**config.mk**
```make
export PLATFORM = sky130hd
export DESIGN_NAME = dsc_ctrl
export DESIGN_NICKNAME = d
export VERILOG_FILES = /design/src/rtl/dsc_pkg.sv /design/src/rtl/dsc_ctrl.sv
export SDC_FILE = /design/constraint.sdc
export NUM_CORES = 1
export LEC_CHECK = 0
export ABC_AREA = 1
export BUFFER_PORTS_ARGS = -buffer_cell sky130_fd_sc_hd__clkbuf_2
export CAP_MARGIN = 20
export CORE_MARGIN = 3
export CORE_UTILIZATION = 29
export CTS_BUF_LIST = sky130_fd_sc_hd__clkbuf_8
export DETAILED_ROUTE_END_ITERATION = 10
export PLACE_DENSITY = 0.51
export SLEW_MARGIN = 40
export SYNTH_ARGS = -nofsm -noshare
export SYNTH_HDL_FRONTEND = slang
export SYNTH_SLANG_ARGS = --single-unit
export TNS_END_PERCENT = 20
```
**constraint.sdc**
```tcl
create_clock -name clk_sys -period 3.9 [get_ports clk_sys]
set_input_delay 0.78 -clock clk_sys [delete_from_list [all_inputs] [get_ports clk_sys]]
set_output_delay 0.78 -clock clk_sys [all_outputs]
set_load 0.1 [all_outputs]
```
**src/rtl/dsc_pkg.sv**
```systemverilog
// package: dram strobe controller constants and types
package dsc_pkg;
  // ---------------------------------------------------------------
  // timing in ns and derived cycles at 50 MHz
  // ---------------------------------------------------------------
  localparam int CLK_NS               = 20;
  localparam int ROW_TO_COL_NS        = 20;   // row_to_column_strobe_delay min
  localparam int ACCESS_ROW_NS        = 100;  // access_from_row_strobe
  localparam int ACCESS_COL_NS        = 50;   // access_from_column_strobe
  localparam int ROW_PULSE_NS         = 115;
  localparam int COL_PULSE_NS         = 60;
  localparam int ROW_PRECHARGE_NS     = 110;  // row_precharge_time
  localparam int RANDOM_CYCLE_NS      = 235;  // random_cycle_time
  localparam int PAGE_CYCLE_NS        = 130;  // page_cycle_time
  localparam int COL_PRECHARGE_NS     = 60;
  localparam int REFRESH_INTERVAL_NS  = 2000000;
  localparam int ROW_COUNT            = 128;
  localparam int INIT_CYCLES          = 8;
  localparam int RCD_CYC  = (ROW_TO_COL_NS + CLK_NS - 1) / CLK_NS;
  localparam int ACC_CYC  = (ACCESS_ROW_NS + CLK_NS - 1) / CLK_NS;
  localparam int CAC_CYC  = (ACCESS_COL_NS + CLK_NS - 1) / CLK_NS;
  localparam int RAS_CYC  = (ROW_PULSE_NS + CLK_NS - 1) / CLK_NS;
  localparam int CAS_CYC  = (COL_PULSE_NS + CLK_NS - 1) / CLK_NS;
  localparam int RP_CYC   = (ROW_PRECHARGE_NS + CLK_NS - 1) / CLK_NS;
  localparam int RC_CYC   = (RANDOM_CYCLE_NS + CLK_NS - 1) / CLK_NS;
  localparam int PC_CYC   = (PAGE_CYCLE_NS + CLK_NS - 1) / CLK_NS;
  localparam int CP_CYC   = (COL_PRECHARGE_NS + CLK_NS - 1) / CLK_NS;
  // spacing of refreshes, evenly spread, rounded down
  localparam int REF_GAP_CYC = REFRESH_INTERVAL_NS / ROW_COUNT / CLK_NS;
  localparam int ROW_BITS    = 7;
  // ---------------------------------------------------------------
  // types
  // ---------------------------------------------------------------
  typedef enum logic [1:0] {DSC_RD, DSC_WR, DSC_RMW} dsc_op_t;
  typedef struct packed {
    dsc_op_t             op;
    logic [2*ROW_BITS-1:0] addr;
    logic                wdata;
    logic                page;   // keep row open for a further access
  } dsc_req_t;
  typedef struct packed {
    logic                ras_n;
    logic                cas_n;
    logic                we_n;
    logic [ROW_BITS-1:0] addr;
    logic                din;
  } dsc_pins_t;
endpackage : dsc_pkg

```
**src/rtl/dsc_ctrl.sv**
```systemverilog
// module: host controller driving a 16k x 1 strobed dynamic ram
// Summary of operation
// - eight refresh cycles before first access
// - all 128 rows refreshed each 2 ms
// - refresh by row strobe only
// - write strobe high throughout a read
// - column strobe 20 ns after row strobe
// - late write after column/row delays: modify-write
// - column-to-row precharge after column-only cycle
// - minimum strobe widths, under 10 us active
// - random cycles spaced by cycle time
// - page accesses spaced by page cycle time
// - row then column halves on seven pins
`timescale 1ns/1ns
module dsc_ctrl #(
  parameter int REF_GAP = dsc_pkg::REF_GAP_CYC
) (
  // clock and reset
  input  wire logic             clk_sys,
  input  wire logic             resetn,
  input  wire logic             clk_en,
  // request side
  input  wire logic             req_valid,
  input  wire dsc_pkg::dsc_req_t req,
  output logic                  req_ready,
  output logic                  rsp_valid,
  output logic                  rsp_data,
  // memory pins
  output dsc_pkg::dsc_pins_t    pins,
  input  wire logic             dout
);
  // ---------------------------------------------------------------
  // state
  // ---------------------------------------------------------------
  typedef enum logic [3:0] {S_INIT, S_IDLE, S_ROW, S_COL, S_LATE, S_CASH,
                            S_RASH, S_PRE, S_REF} dsc_state_t;
  dsc_state_t state, next_state;
  logic [7:0]  cnt, next_cnt;          // phase timer within a cycle
  logic [7:0]  rcyc, next_rcyc;        // timer since row strobe fell
  logic [31:0] rgap, next_rgap;        // refresh spacing timer
  logic [7:0]  rpend, next_rpend;      // refreshes owed
  logic [dsc_pkg::ROW_BITS-1:0] rrow, next_rrow;
  logic [3:0]  init, next_init;
  dsc_pkg::dsc_req_t cur, next_cur;
  dsc_pkg::dsc_pins_t next_pins;
  logic next_req_ready, next_rsp_valid, next_rsp_data;

  function automatic logic [7:0] c8(input int v);
    return v[7:0];
  endfunction : c8

  // ---------------------------------------------------------------
  // next state
  // ---------------------------------------------------------------
  always_comb begin
    next_state     = state;
    next_cnt       = (cnt != 8'h00) ? cnt - 8'h01 : 8'h00;
    next_rcyc      = (rcyc != 8'hFF) ? rcyc + 8'h01 : rcyc;
    next_rgap      = rgap;
    next_rpend     = rpend;
    next_rrow      = rrow;
    next_init      = init;
    next_cur       = cur;
    next_pins      = pins;
    next_req_ready = 1'b0;
    next_rsp_valid = 1'b0;
    next_rsp_data  = rsp_data;
    // evenly spaced refresh tick; owed count never lost to a concurrent service
    if (rgap == 32'h0) begin
      next_rgap = 32'(REF_GAP - 1);
      if (rpend != 8'hFF) next_rpend = rpend + 8'h01;
    end else begin
      next_rgap = rgap - 32'h1;
    end
    case (state)
      S_INIT: begin
        // power-up: row-only cycles before any access
        if (init == 4'(dsc_pkg::INIT_CYCLES)) begin
          next_state = S_IDLE;
        end else if (cnt == 8'h00) begin
          next_init  = init + 4'h1;
          next_state = S_REF;
          next_pins.addr  = rrow;
          next_pins.ras_n = 1'b0;
          next_cnt   = c8(dsc_pkg::RAS_CYC - 1);
          next_rcyc  = 8'h00;
        end
      end
      S_IDLE: begin
        // an offered ready is always honoured; a refresh waits one access
        if (req_valid && req_ready) begin
          next_cur        = req;
          next_pins.addr  = req.addr[dsc_pkg::ROW_BITS-1:0];
          next_pins.ras_n = 1'b0;
          next_pins.cas_n = 1'b1;
          next_pins.we_n  = 1'b1;
          next_pins.din   = req.wdata;
          next_cnt        = c8(dsc_pkg::RCD_CYC - 1);
          next_rcyc       = 8'h00;
          next_state      = S_ROW;
        end else if (cnt == 8'h00 && rpend != 8'h00) begin
          // refresh wins unless an offered ready is being taken, row strobe only
          next_state      = S_REF;
          next_pins.addr  = rrow;
          next_pins.ras_n = 1'b0;
          next_pins.cas_n = 1'b1;
          next_cnt        = c8(dsc_pkg::RAS_CYC - 1);
          next_rcyc       = 8'h00;
        end else if (cnt == 8'h00) begin
          next_req_ready = 1'b1;
        end
      end
      S_ROW: begin
        // column half after row to column delay
        if (cnt == 8'h00) begin
          next_pins.addr  = cur.addr[2*dsc_pkg::ROW_BITS-1:dsc_pkg::ROW_BITS];
          next_pins.cas_n = 1'b0;
          next_pins.we_n  = (cur.op == dsc_pkg::DSC_WR) ? 1'b0 : 1'b1;
          next_pins.din   = cur.wdata;
          next_cnt        = c8(dsc_pkg::CAC_CYC > dsc_pkg::CAS_CYC ?
                               dsc_pkg::CAC_CYC : dsc_pkg::CAS_CYC);
          next_state      = S_COL;
        end
      end
      S_COL: begin
        // data valid after longer of row and column access
        if (cnt == 8'h00 && rcyc >= c8(dsc_pkg::ACC_CYC)) begin
          if (cur.op != dsc_pkg::DSC_WR) begin
            next_rsp_valid = 1'b1;
            next_rsp_data  = dout;
          end else begin
            next_rsp_valid = 1'b1;
          end
          if (cur.op == dsc_pkg::DSC_RMW) begin
            next_pins.we_n = 1'b0;
            next_cnt       = c8(dsc_pkg::CAS_CYC);
            next_state     = S_LATE;
          end else begin
            next_pins.cas_n = 1'b1;
            next_pins.we_n  = 1'b1;
            next_cnt        = c8(dsc_pkg::CP_CYC - 1);
            next_state      = S_CASH;
          end
        end
      end
      S_LATE: begin
        if (cnt == 8'h00) begin
          next_pins.cas_n = 1'b1;
          next_pins.we_n  = 1'b1;
          next_cnt        = c8(dsc_pkg::CP_CYC - 1);
          next_state      = S_CASH;
        end
      end
      S_CASH: begin
        // page continuation keeps the row open; rcyc keeps counting from the
        // row fall, so a saturated timer closes the page far below the maximum
        if (req_valid && req_ready) begin
          next_cur        = req;
          next_pins.addr  = req.addr[2*dsc_pkg::ROW_BITS-1:dsc_pkg::ROW_BITS];
          next_pins.cas_n = 1'b0;
          next_pins.we_n  = (req.op == dsc_pkg::DSC_WR) ? 1'b0 : 1'b1;
          next_pins.din   = req.wdata;
          next_cnt        = c8(dsc_pkg::PC_CYC - dsc_pkg::CP_CYC);
          next_state      = S_COL;
        end else if (cnt == 8'h00) begin
          if (cur.page && rpend == 8'h00 && rcyc != 8'hFF) begin
            next_req_ready = 1'b1;
          end else begin
            next_state = S_RASH;
          end
        end
      end
      S_RASH: begin
        // release row strobe once its pulse floor RAS_CYC is met; the cycle floor is left to S_PRE
        // read data is held in rsp_data, so cas need not stay low here
        if (rcyc >= c8(dsc_pkg::RAS_CYC)) begin
          next_pins.ras_n = 1'b1;
          next_cnt        = c8(dsc_pkg::RP_CYC - 1);
          next_state      = S_PRE;
        end
      end
      S_REF: begin
        if (cnt == 8'h00) begin
          next_pins.ras_n = 1'b1;
          next_rrow       = rrow + 1'b1;
          if (rpend != 8'h00 && !(rgap == 32'h0)) next_rpend = rpend - 8'h01;
          else if (rpend != 8'h00) next_rpend = rpend;
          next_cnt        = c8(dsc_pkg::RP_CYC - 1);
          next_state      = S_PRE;
        end
      end
      S_PRE: begin
        // precharge and whole random cycle both satisfied
        if (cnt == 8'h00 && rcyc >= c8(dsc_pkg::RC_CYC - 1)) begin
          next_state = (init == 4'(dsc_pkg::INIT_CYCLES)) ? S_IDLE : S_INIT;
        end
      end
      default: next_state = S_IDLE;
    endcase
  end

  // ---------------------------------------------------------------
  // registers
  // ---------------------------------------------------------------
  always_ff @(posedge clk_sys or negedge resetn) begin
    if (!resetn) begin
      state     <= S_INIT;
      cnt       <= 8'h00;
      rcyc      <= 8'hFF;
      rgap      <= 32'h0;
      rpend     <= 8'h00;
      rrow      <= '0;
      init      <= 4'h0;
      cur       <= '0;
      pins      <= '{ras_n: 1'b1, cas_n: 1'b1, we_n: 1'b1, addr: '0, din: 1'b0};
      req_ready <= 1'b0;
      rsp_valid <= 1'b0;
      rsp_data  <= 1'b0;
    end else if (clk_en) begin
      state     <= next_state;
      cnt       <= next_cnt;
      rcyc      <= next_rcyc;
      rgap      <= next_rgap;
      rpend     <= next_rpend;
      rrow      <= next_rrow;
      init      <= next_init;
      cur       <= next_cur;
      pins      <= next_pins;
      req_ready <= next_req_ready;
      rsp_valid <= next_rsp_valid;
      rsp_data  <= next_rsp_data;
    end
  end
endmodule : dsc_ctrl

```
; ---- Yosys cells after proc, flatten, opt, wreduce, memory -nomap -nowiden
; Cells that the tools add are included.
[totals]
reg_bits = 103
input_bits = 23
word_cells = 165
out_inout_bits = 14
[op_classes]
n_lt_le_gt_ge = 3
n_bitwise = 1
reduce_logical = 30
muxes = 74
eq_ne = 31
addsub = 7
[ops]
columns = op, count
row1 = 8-bit two-way mux, 21
row2 = 8-bit one-hot mux with 8 select lines, 1
row3 = 4-bit two-way mux, 13
row4 = 4-bit one-hot mux with 9 select lines, 1
row5 = 32-bit logical NOT, 1
row6 = 32-bit two-way mux, 1
row7 = "32-bit by 1-bit subtractor with 32-bit output, second input constant", 1
row8 = 7-bit two-way mux, 4
row9 = 7-bit one-hot mux with 4 select lines, 1
row10 = "2-bit inequality test, second input constant", 11
row11 = 1-bit two-way mux, 21
row12 = 7-bit AND reduction, 3
row13 = 10-bit two-way mux, 2
row14 = "8-bit by 1-bit adder with 8-bit output, second input constant", 2
row15 = "4-bit by 3-bit equality test with 1-bit output, second input constant", 4
row16 = "8-bit by 3-bit >= comparator with 1-bit output, second input constant", 2
row17 = 8-bit logical NOT, 2
row18 = "8-bit inequality test, second input constant", 2
row19 = 8-bit one-hot mux with 2 select lines, 1
row20 = 8-bit nonzero test, 2
row21 = "8-bit by 1-bit subtractor with 8-bit output, second input constant", 2
row22 = "3-bit inequality test, second input constant", 4
row23 = 11-bit AND reduction, 1
row24 = 2-bit one-hot mux with 5 select lines, 1
row25 = 27 further kinds, 42

; ---- Longest topological paths before layout
; Gate-level depths: netlist of the first run.
[logic_depth]
word_depth = 7
depth_mapped = 13
depth_no_buf = 13

; ---- Least setup slack after synthesis of the first run
; Ideal clock, no wire load.
[synth_path]
path_type = register to register
start = register req_ready
end = register pins[1] (netlist bit)
t_arrival_ps = 2019
slack_ps = 1762
setup_ps = 119
path_stages_with_launch = 8
path_buffers = 1
required_time_ps = 3781
synth_period_minus_slack_ps = 2138
path_cell_list = dfrtp_1 nand2_1 inv_2 nor2_4 nor3_4 nand4_2 buf_6 o21a_1
[synth_via]
elab_chain_len = 3
elab_cells_between_ends = 6
classes_between = eq/ne (2) / mux (2) / reduce/logical (2)
[synth_lines]
columns = item, line
row1 = "start, declared", dsc_ctrl.sv:25  ; output logic req_ready,
row2 = "start signal, assigned", dsc_ctrl.sv:229  ; req_ready <= next_req_ready;
row3 = 1-bit logical AND *, "dsc_ctrl.sv:91, dsc_ctrl.sv:157"
row4 = 3-bit inequality test (no source line) (tied with other cells), --
row5 = 7-bit AND reduction (no source line) / 7-bit one-hot mux with 4 select lines (equally long branches), --
row6 = "end signal, assigned", dsc_ctrl.sv:215  ; pins <= '{ras_n: 1'b1, cas_n: 1'b1, we_n: 1'b1, addr: '0, din: 1'b0};
row7 = "end signal, assigned", dsc_ctrl.sv:228  ; pins <= next_pins;
row8 = "end, declared", dsc_ctrl.sv:29  ; output dsc_pkg::dsc_pins_t pins,
; Mark *: on every way between the ends. The rest lies on a longest branch, timed or not.
; A chain may end at the register's enable or synchronous reset.

; ---- Worst setup path after layout of the first run
[layout_path]
start = register cnt[0]
end = register state[3]
[layout_via]
elab_chain_len = 4
elab_cells_between_ends = 13
classes_between = eq/ne (8) / reduce/logical (5)
[layout_lines]
columns = item, line
row1 = "start, declared", dsc_ctrl.sv:38  ; logic [7:0] cnt, next_cnt;
row2 = "start signal, assigned", dsc_ctrl.sv:221  ; cnt <= next_cnt;
row3 = 8-bit logical NOT *, --
row4 = 1-bit logical AND (on tied branches), "dsc_ctrl.sv:101, dsc_ctrl.sv:127, dsc_ctrl.sv:194"
row5 = 3-bit inequality test (no source line) / 2-bit inequality test (equally long branches), --
row6 = 11-bit AND reduction (no source line) *, --
row7 = "end signal, assigned", dsc_ctrl.sv:220  ; state <= next_state;
row8 = "end, declared", dsc_ctrl.sv:37  ; dsc_state_t state, next_state;
; Marks and branches as above.

==> results of run 1 <==
## per-layer routing
metal	GRT usage (%)	vias to the layer above
met4	3.62	0
met1	19.3	2585
met3	2.50	15
met5	0	-
li1	-	2938
met2	22.8	106
## worst paths after layout
kind / from / end / slack (ns)
min in group clk_sys: pins[9] / pins[9] / 0.47
worst max register to register: cnt[0] / state[3] / 1.59
worst max-delay path: cnt[0] / state[3] / 1.59
worst min-delay path: resetn / rgap[3] / 0.37
worst min register to register: pins[9] / pins[9] / 0.47
max in group asynchronous: resetn / rrow[6] / 2.83
## cell type report
type,count,area (um^2)
clock inverter,6,42.5
timing repair buffer,38,210
fill,2374,14200
tap,275,344
multi-input combinational,668,3380
sequential,96,2420
inverter,125,470
clock buffer,10,138
## sequential cells by signal, summed over array words and instances (netlist names)
signal     cells
rrow           7
init           4
state          4
cur           11
rsp_data       1
req_ready      1
rpend          8
rgap          32
pins          11
rcyc           8
cnt            8
rsp_valid      1
## through the flow
| step | setup WS, ns | hold slack, ns |
|---|---|---|
| global placement | 1.39 | 0.455 |
| CTS | 1.61 | 0.375 |
| floorplan | 1.76 | 0.441 |
| global route | 1.37 | 0.393 |
| finish | 1.59 | 0.366 |
| detailed placement | 1.34 | 0.456 |
## power by group
part | switching [mW] | leakage, nW | internal, mW
clock | 0.393 | 0.0945 | 0.252
sequential | 0.286 | 1.19 | 1.29
combinational | 1.67 | 2.23 | 0.686
total | 2.35 | 3.51 | 2.23
## cells by family after synthesis
group | Yosys count | synth area share (%)
muxes | 3 | 0.533
adders and majority gates | 12 | 2.37
AOI/OAI and AO/OA | 100 | 8.89
DFF | 96 | 38.1
xor gates and xnor gates | 34 | 4.70
buffers and inverters | 137 | 8.45
and+or+nand+nor | 519 | 36.9
## cell usage in the layout, fill, tap and decap left out, drive strengths merged, types with 4 or more instances in the layout
cell type,n
inv,127
o21ai,50
o31ai,4
nand3,81
o21a,9
xor2,30
a21oi,25
nand4,18
o2111ai,4
clkbuf,45
ha,12
nor2,158
dfstp,11
o22ai,5
nor3,12
nand2,242
xnor2,4
dfrtp,85
## critical path: stages (launching register included)
cell     delay, ns
dfrtp_1       0.45
inv_1         0.10
ha_1          0.19
nand2_2       0.12
nor2_8        0.29
o21ai_1       0.16
nand2_1       0.22
nand3_1       0.15
nor2_2        0.27
nand2_2       0.12
nand2_1       0.07
nand2_1       0.06
==> flow_summary.yaml, run 1 <==
outcome:
  run_status: "finished, final reports clean"
finish:
  antenna-diode-count: 0
  layout-area-overhead-vs-synth_pct: 10.6
  finish.utilization_pct: 33.0
  fin_nets: 973
  layoutNonFillerInstCount: 1218
  drive_gt1_share_pct: 13.9
  final_design_area_no_fill_um2: 7000
timing:
  worstMarginPinSlew_ns: 0.697
  setup_violations: 0
  hold_viol: 0
  final_period_minus_worst_setup_slack_ns: 2.31
  skew_ns: 0.0135
  grt_setup_unrepaired: "no"
  timing.final.max_slew_violations: 0
  achievable_freq_mhz: 432
  final.setup.tns_ns: 0
  max-slew-margin-rel_pct: 53.4
  fin_crit_sh_pct: 59.3
worst_setup_path:
  worst_ep_arrival_time_ns: 2.60
  startpoint_type: "flip-flop"
  max_fanout_on_critical_path: 15
  reg2reg_depth: 11
  critPathCaptureType: "flip-flop"
  timing.setup.critical_path_class: "flip-flop to flip-flop"
  timing.critical_path.required_ns: 4.18
die:
  floorplan.initialDensity_pct: 29.8
  design.die.area_um2: 23600
  num_rows: 53
  fp.dieW_um: 154
  height_of_the_die_um: 154
  core_area_um2: 21200
  boundaryPins: 37
synth:
  synthDominantAreaCellType: "dfrtp_1"
  synth_seq_cells: 96
  synth-edff-count: 0
  syn_inst: 901
  asyncSetResetFlopFracSynth_pct: 100
  netlist.area_leader.share_pct: 33.6
  synthesis.yosys.warnings: 0
  synth_area_per_cell_um2: 7.03
  synth.cells.most_frequent: "nand2_1 (230), nor2_1 (134), inv_1 (107)"
  synthDistinctLibCells: 44
  ys_top_cells_by_area: "dfrtp_1 (34%), nand2_1 (14%), nor2_1 (7.9%), inv_1 (6.3%), nand3_1 (6.0%)"
  combined_area_of_all_synthesized_cells_um2: 6330
  synth.most_common_cell: "nand2_1"
  most_common_flop_cell_mapped_by_yosys: "dfrtp_1"
  synth_nets: 936
  synth-seq-area-share_pct: 38.1
cts:
  clock_sinks: 96
  skew_pair_late_insertion_delay_ns: 0.39
  cts-buffers-inserted: 9
  cts_setup_buffers: 0
  cts.root.buffer_cell: "clkbuf_8"
  worst_setup_hold_path_clk_slew_ns: 0.11
  clock_path_buffers: 2
  holdBufCountCts: 0
  htreeDepth: 3
  cts_repair_resize_count: 0
  tritoncts: "built"
placement:
  placed_cells_incl_taps: 1202
  dp_hpwl_mm: 12.3
  buffer_ports.inserted: 36
  place_area_um2: 6820
  routabilityCongestion: 0.897
power:
  vdd_drop_max_mv: 0.491
  finalPower_mw: 4.58
  power_per_cell_area_nw_per_um2: 654
  power.leakage_nw: 3.51
grt:
  grt.overflow.total: 0
  first_global_vias: 5443
  first_pass_grt_wire_length_mm: 27.4
  grt_max_degree: 59
  grt_antenna_before_repair: 0
  all_layer_global_routing_usage_pct: 14.0
drt:
  total_routed_wire_length_on_the_met1_layer_mm: 8.07
  detail_route.wl_per_cell_um: 13.3
  detail_routed_via_count_per_cell: 4.63
  dr_wl_met3_um: 565
  drtPass1Iterations: 5
  vias: 5644
  route.detailed.drc: 0
  top_layer: "met4"
  detail-route-antenna-nets: 0
  totalWireLength_mm: 16.2
  initialDrtViolationCount: 326
  wl_met2_mm: 7.31
job:
  maxCapViolations: 0
hold_path:
  kind_of_path_behind_the_tightest_hold_check: "input pin to asynchronous set/reset pin"
Power figures use the tool's default switching activity.
==> run 2, diff against run 1 <==
ABC_AREA = 0   (was 1)
PLACE_DENSITY = 0.53   (was 0.51)
clock period = 2 ns   (was 3.9 ns; I/O delays follow)
==> flow_summary.yaml, run 2 <==
synth:
  synth_area_per_cell_um2: 9.21
  synthesis.yosys.warnings: 0
  most_common_flop_cell_mapped_by_yosys: "dfrtp_1"
  synthDistinctLibCells: 67
  combined_area_of_all_synthesized_cells_um2: 5640
  synth_seq_cells: 96
  syn_inst: 612
  netlist.area_leader.share_pct: 37.7
  synth.most_common_cell: "dfrtp_1"
  synth-edff-count: 0
  synth-seq-area-share_pct: 42.9
  asyncSetResetFlopFracSynth_pct: 100
  synthDominantAreaCellType: "dfrtp_1"
  synth_nets: 647
  synth.cells.most_frequent: "dfrtp_1 (85), nor2_1 (70), nand2_1 (63)"
  ys_top_cells_by_area: "dfrtp_1 (38%), mux2_2 (5.2%), dfstp_2 (5.1%), nor2_1 (4.7%), xnor2_1 (4.3%)"
worst_setup_path:
  max_fanout_on_critical_path: 4
  slowest_stage: "or4_4"
  critPathCaptureType: "flip-flop"
  worst_ep_arrival_time_ns: 2.68
  critical_path.cell_chain: "or4_4, or3_4, or4_4, or4_1, nand2_1"
  timing.critical_path.buf_inv: 0
  timing.critical_path.slowest_cell_delay_ns: 0.54
  startpoint_type: "flip-flop"
  cp.depth: 5
  reg2reg_depth: 5
  timing.critical_path.required_ns: 2.33
  timing.setup.critical_path_class: "flip-flop to flip-flop"
  most_frequent_cell_on_critical_path: "or4_4"
  path_delay_family: "simple AND/OR/NAND/NOR gates"
cts:
  worst_setup_hold_path_clk_slew_ns: 0.11
  tritoncts: "built"
  cts-buffers-inserted: 9
  skew_pair_late_insertion_delay_ns: 0.39
  cts.root.buffer_cell: "clkbuf_8"
  htreeDepth: 3
  clock_sinks: 96
  clock_path_buffers: 2
grt:
  all_layer_global_routing_usage_pct: 15.2
  first_pass_grt_wire_length_mm: 27.1
  global_route_met2_utilization_pct: 25.1
  grt_antenna_before_repair: 0
  met3_usage_in_global_routing_pct: 2.96
  grt_busiest_layer: "met2"
  grt.overflow.total: 0
  global_route.usage.met1_pct: 20.2
  grt_max_degree: 44
  first_global_vias: 5523
finish:
  final_design_area_no_fill_um2: 8220
  antenna-diode-count: 0
  reg.largest.list: "rgap x32, cur x11, pins x11"
  fin_nets: 853
  flip_flop_count_of_the_largest_register_after_layout: 32
  layout-area-overhead-vs-synth_pct: 45.8
  layoutNonFillerInstCount: 1083
  layout_common_cells: "buf_4 (168), dfrtp_1 (82), nor2_1 (64)"
  drive_gt1_share_pct: 42.6
  fillerInstances: 1869
  layout.cells.most_common: "buf_4"
  top_register: "rgap"
die:
  fp.dieW_um: 145
  height_of_the_die_um: 145
  core_area_um2: 18900
  floorplan.initialDensity_pct: 29.8
  design.die.area_um2: 21100
  num_rows: 50
  boundaryPins: 37
timing:
  fin_crit_sh_pct: 118
  max-slew-margin-rel_pct: 63.1
  achievable_freq_mhz: 426
  final_period_minus_worst_setup_slack_ns: 2.35
  skew_ns: 0.0103
  final.setup.tns_ns: -8.50
  timing.final.max_slew_violations: 0
  setup_violations: 60
  grt_setup_unrepaired: "yes"
  worstMarginPinSlew_ns: 0.556
  post-route-worst-setup-slack_ns: -0.350
  hold_viol: 0
hold_path:
  kind_of_path_behind_the_tightest_hold_check: "input pin to flip-flop"
  min_path_cells: 2
drt:
  totalWireLength_mm: 16.1
  route.detailed.drc: 0
  vias: 5389
  detail_routed_via_count_per_cell: 4.98
  drtPass1Iterations: 7
  detail-route-antenna-nets: 0
  detail_route.wl_per_cell_um: 14.9
  initialDrtViolationCount: 367
outcome:
  failed_checks: "setup timing"
  run_status: "finished with violations"
power:
  power_per_cell_area_nw_per_um2: 1370
  vdd_drop_max_mv: 0.724
  power.leakage_nw: 3.78
  finalPower_mw: 11.3
placement:
  buffer_ports.inserted: 36
  placed_cells_incl_taps: 1046
  place_area_um2: 7400
  pre_cts_ws_ns: -0.518
  dp_hpwl_mm: 11.8
  routabilityCongestion: 0.851
job:
  maxCapViolations: 0
==> run 2: final timing paths <==
path / start / slack [ns] / end
worst max-delay path: rgap[23] / -0.35 / rgap[29]
worst min-delay path: dout / 0.24 / rsp_data
worst max register to register: rgap[23] / -0.35 / rgap[29]
worst min register to register: rrow[6] / 0.48 / rrow[6]
max in group asynchronous: resetn / 0.80 / pins[3]
min in group asynchronous: resetn / 0.51 / cnt[4]
==> run 2: cell type report <==
class / count / area [um^2] / area share [%]
Clock buffer: 9 / 124 / 1.51
Sequential cell: 96 / 2420 / 29.5
Multi-Input combinational cell: 467 / 3430 / 41.8
Tap cell: 260 / 325 / 3.96
Timing Repair Buffer: 227 / 1760 / 21.4
Clock inverter: 7 / 90.1 / 1.10
Inverter: 17 / 63.8 / 0.776
==> run 2: power by group <==
group          internal [mW]  leakage [nW]  switching (mW)
Sequential              2.57          1.23           0.468
Combinational           3.31          2.43            3.50
Clock                  0.618         0.111           0.801
Total                   6.50          3.78            4.77
==> run 2: metrics by stage <==
stage | hold WS [ns] | utilization [%]
3_5_place_dp | 0.381 | 39.2
2_1_floorplan | 0.104 | -
4_1_cts | 0.216 | 41.8
5_1_grt | 0.224 | 43.5
3_3_place_gp | 0.371 | 39.2
6_report | 0.236 | 43.5
==> run 2: kinds of logic (layout without fill, tap and decap cells) <==
group | Yosys count | after routing | synth area share [%]
AO/OA/AOI/OAI | 107 | 107 | 12.9
XOR/XNOR | 44 | 44 | 6.84
adder cells (fa/ha/maj) | 12 | 12 | 2.66
buffers and inverters | 49 | 260 | 3.60
flip-flops | 96 | 96 | 42.9
multiplexers | 30 | 30 | 5.90
AND/OR/NAND/NOR | 274 | 274 | 25.2
==> run 2: routing by layer <==
| metal | share of wire, % | routed length (um) | vias to the layer above |
|---|---|---|---|
| met1 | 46 | 7480 | 2622 |
| met3 | 4.2 | 674 | 19 |
| li1 | - | - | 2619 |
| met2 | 48 | 7770 | 129 |
| met4 | 1.4 | 227 | 0 |
| met5 | 0 | 0 | - |
==> run 2: what timing repair did <==
action | 4_1_cts | 5_1_grt
pin swaps | 16 | 18
buffers inserted | 12 | 9
setup endpoints to repair | 84 | 83
endpoints found under the hold margin | 17 | 0
resized for setup | 47 | 59
hold buffers | 1 | 0
==> run 3, diff against run 2 <==
GPL_ROUTABILITY_DRIVEN = 0   (was default)
clock period = 1.89 ns   (was 2 ns; I/O delays follow)
==> flow_summary.yaml, run 3 (synthesis results as in run 2) <==
grt:
  grt_max_degree: 32
  first_pass_grt_wire_length_mm: 27.7
  first_global_vias: 5731
  grt.overflow.total: 0
  all_layer_global_routing_usage_pct: 15.5
  grt_antenna_before_repair: 0
finish:
  fillerInstances: 1864
  antenna-diode-count: 0
  drive_gt1_share_pct: 44.0
  layout-area-overhead-vs-synth_pct: 44.8
  flip_flop_count_of_the_largest_register_after_layout: 32
  seqCellArea_um2: 2420
  multi_input_comb_area_um2: 3510
  layout_common_cells: "buf_4 (162), dfrtp_1 (82), nor2_1 (63)"
  fin_nets: 842
  top_register: "rgap"
  reg.largest.list: "rgap x32, cur x11, pins x11"
  layout.cells.most_common: "buf_4"
  final_design_area_no_fill_um2: 8160
drt:
  top_layer: "met4"
  total_routed_wire_length_on_the_met1_layer_mm: 7.24
  route.detailed.drc: 0
  detail_route.wl_per_cell_um: 15.3
  dr_wl_met3_um: 560
  totalWireLength_mm: 16.4
  initialDrtViolationCount: 342
  wl_met2_mm: 8.32
  vias: 5330
  drtPass1Iterations: 5
  detail_routed_via_count_per_cell: 4.97
  detail-route-antenna-nets: 0
power:
  finalPower_mw: 11.8
  power.share.combinational_pct: 61.4
  clock_power_share_pct: 11.3
  power_per_cell_area_nw_per_um2: 1450
  power.leakage_nw: 3.71
  internal_portion_of_total_power_mw: 6.72
  net-switching-power_mw: 5.12
  vdd_drop_max_mv: 0.789
  sequentialPowerShare_pct: 27.3
  switching_share_pct: 43.2
die:
  floorplan.initialDensity_pct: 29.8
  height_of_the_die_um: 145
  design.die.area_um2: 21100
  core_area_um2: 18900
  boundaryPins: 37
  fp.dieW_um: 145
  num_rows: 50
hold_path:
  hold-path-endpoint: "cur[0]"
  min_path_cells: 2
  worstHoldStart: "req[0]"
  kind_of_path_behind_the_tightest_hold_check: "input pin to flip-flop"
worst_setup_path:
  max_fanout_on_critical_path: 4
  worst_ep_arrival_time_ns: 2.67
  slowest_stage: "or4_4"
  timing.critical_path.required_ns: 2.22
  critical_path.cell_chain: "or4_4, or3_4, or4_4, or4_1, nand2_1"
  most_frequent_cell_on_critical_path: "or4_4"
  timing.critical_path.slowest_cell_delay_ns: 0.53
  startpoint_type: "flip-flop"
  path_delay_family: "simple AND/OR/NAND/NOR gates"
  reg2reg_depth: 5
  timing.setup.critical_path_class: "flip-flop to flip-flop"
  crit-reg2reg-launch: "rgap[23]"
  worst_reg_to_reg_setup_slack_ns: -0.45
  timing.critical_path.buf_inv: 0
  rr_endpoint: "rgap[29]"
  critPathCaptureType: "flip-flop"
timing:
  skew_ns: 0.0113
  post-route-worst-setup-slack_ns: -0.448
  achievable_freq_mhz: 428
  timing.final.max_slew_violations: 0
  worstMarginPinSlew_ns: 0.562
  fin_crit_sh_pct: 124
  final.setup.tns_ns: -16.06
  fin_worst_hold_slack_ns: 0.214
  max-slew-margin-rel_pct: 62.7
  grt_setup_unrepaired: "yes"
  setup_violations: 80
  final_period_minus_worst_setup_slack_ns: 2.34
  hold_viol: 0
cts:
  skew_pair_late_insertion_delay_ns: 0.39
  cts.root.buffer_cell: "clkbuf_8"
  cts-buffers-inserted: 9
  htreeDepth: 3
  tritoncts: "built"
  clock_sinks: 96
  clock_path_buffers: 2
  worst_setup_hold_path_clk_slew_ns: 0.11
job:
  maxCapViolations: 0
placement:
  dp_hpwl_mm: 11.9
  place_area_um2: 7380
  buffer_ports.inserted: 36
outcome:
  failed_checks: "setup timing"
  run_status: "finished with violations"
## run 3: cell count changes in the layout (fill, tap and decap cells not counted), moves of 5 or more
cell,delta
buf_6,-5
nor3_1,-6
nor3_2,+5
buf_4,-6
## run 3: through the flow
| stage | util [%] | instances | worst slack, ns |
|---|---|---|---|
| 2_1_floorplan | - | 612 | -0.479 |
| 3_3_place_gp | 39.0 | 1045 | -0.482 |
| 3_5_place_dp | 39.0 | 1045 | -0.491 |
| 4_1_cts | 42.1 | 1072 | -0.454 |
| 5_1_grt | 43.2 | 1072 | -0.510 |
| 6_report | 43.2 | 1072 | -0.448 |
## run 3: final cells by class
class | count | share of cell area [%]
clock inverter | 7 | 0.751
tap | 260 | 3.98
clock buffer | 9 | 1.52
timing repair buffer | 216 | 20.3
sequential | 96 | 29.7
inverter | 17 | 0.797
multi-input combinational | 467 | 43.0
## run 3: worst max-delay path by stage
stage	start	endpoint	slack, ns	cells after the start
after detailed placement	rgap[23]	rgap[29]	-0.49	5
after CTS	rgap[23]	rgap[29]	-0.45	5
after global placement	rgap[23]	rgap[29]	-0.48	5
after global routing	rgap[23]	rgap[29]	-0.51	5
final	rgap[23]	rgap[29]	-0.45	5
after floorplan	rgap[23]	rgap[29]	-0.48	6
## run 3: layer usage
metal / GRT usage (%) / vias up
li1: - / 2592
met3: 3.05 / 27
met4: 4.70 / 0
met5: 0 / -
met2: 26.7 / 106
met1: 19.8 / 2605
## run 3: repair_timing
action	4_1_cts	5_1_grt
endpoints found under the hold margin	15	0
resized for setup	66	48
hold buffers	1	0
setup buffers	9	1
pin swaps	27	24
setup endpoints to repair	84	95
gates cloned	1	0
## run 3: power by group through the flow
stage | Sequential, mW | Combinational [mW] | Clock, mW
4_1_cts | 3.19 | 6.89 | 1.41
3_5_place_dp | 3.20 | 6.41 | 0
2_1_floorplan | 3.84 | 3.03 | 0
6_report | 3.23 | 7.27 | 1.34
3_3_place_gp | 3.18 | 6.28 | 0
5_1_grt | 3.31 | 7.90 | 1.48
## run 3: worst reg2reg max path: stages (launching register included)
cell and delay (ns):
dfrtp_1 0.39, or4_4 0.53, or3_4 0.38, or4_4 0.43
or4_1 0.48, nand2_1 0.07
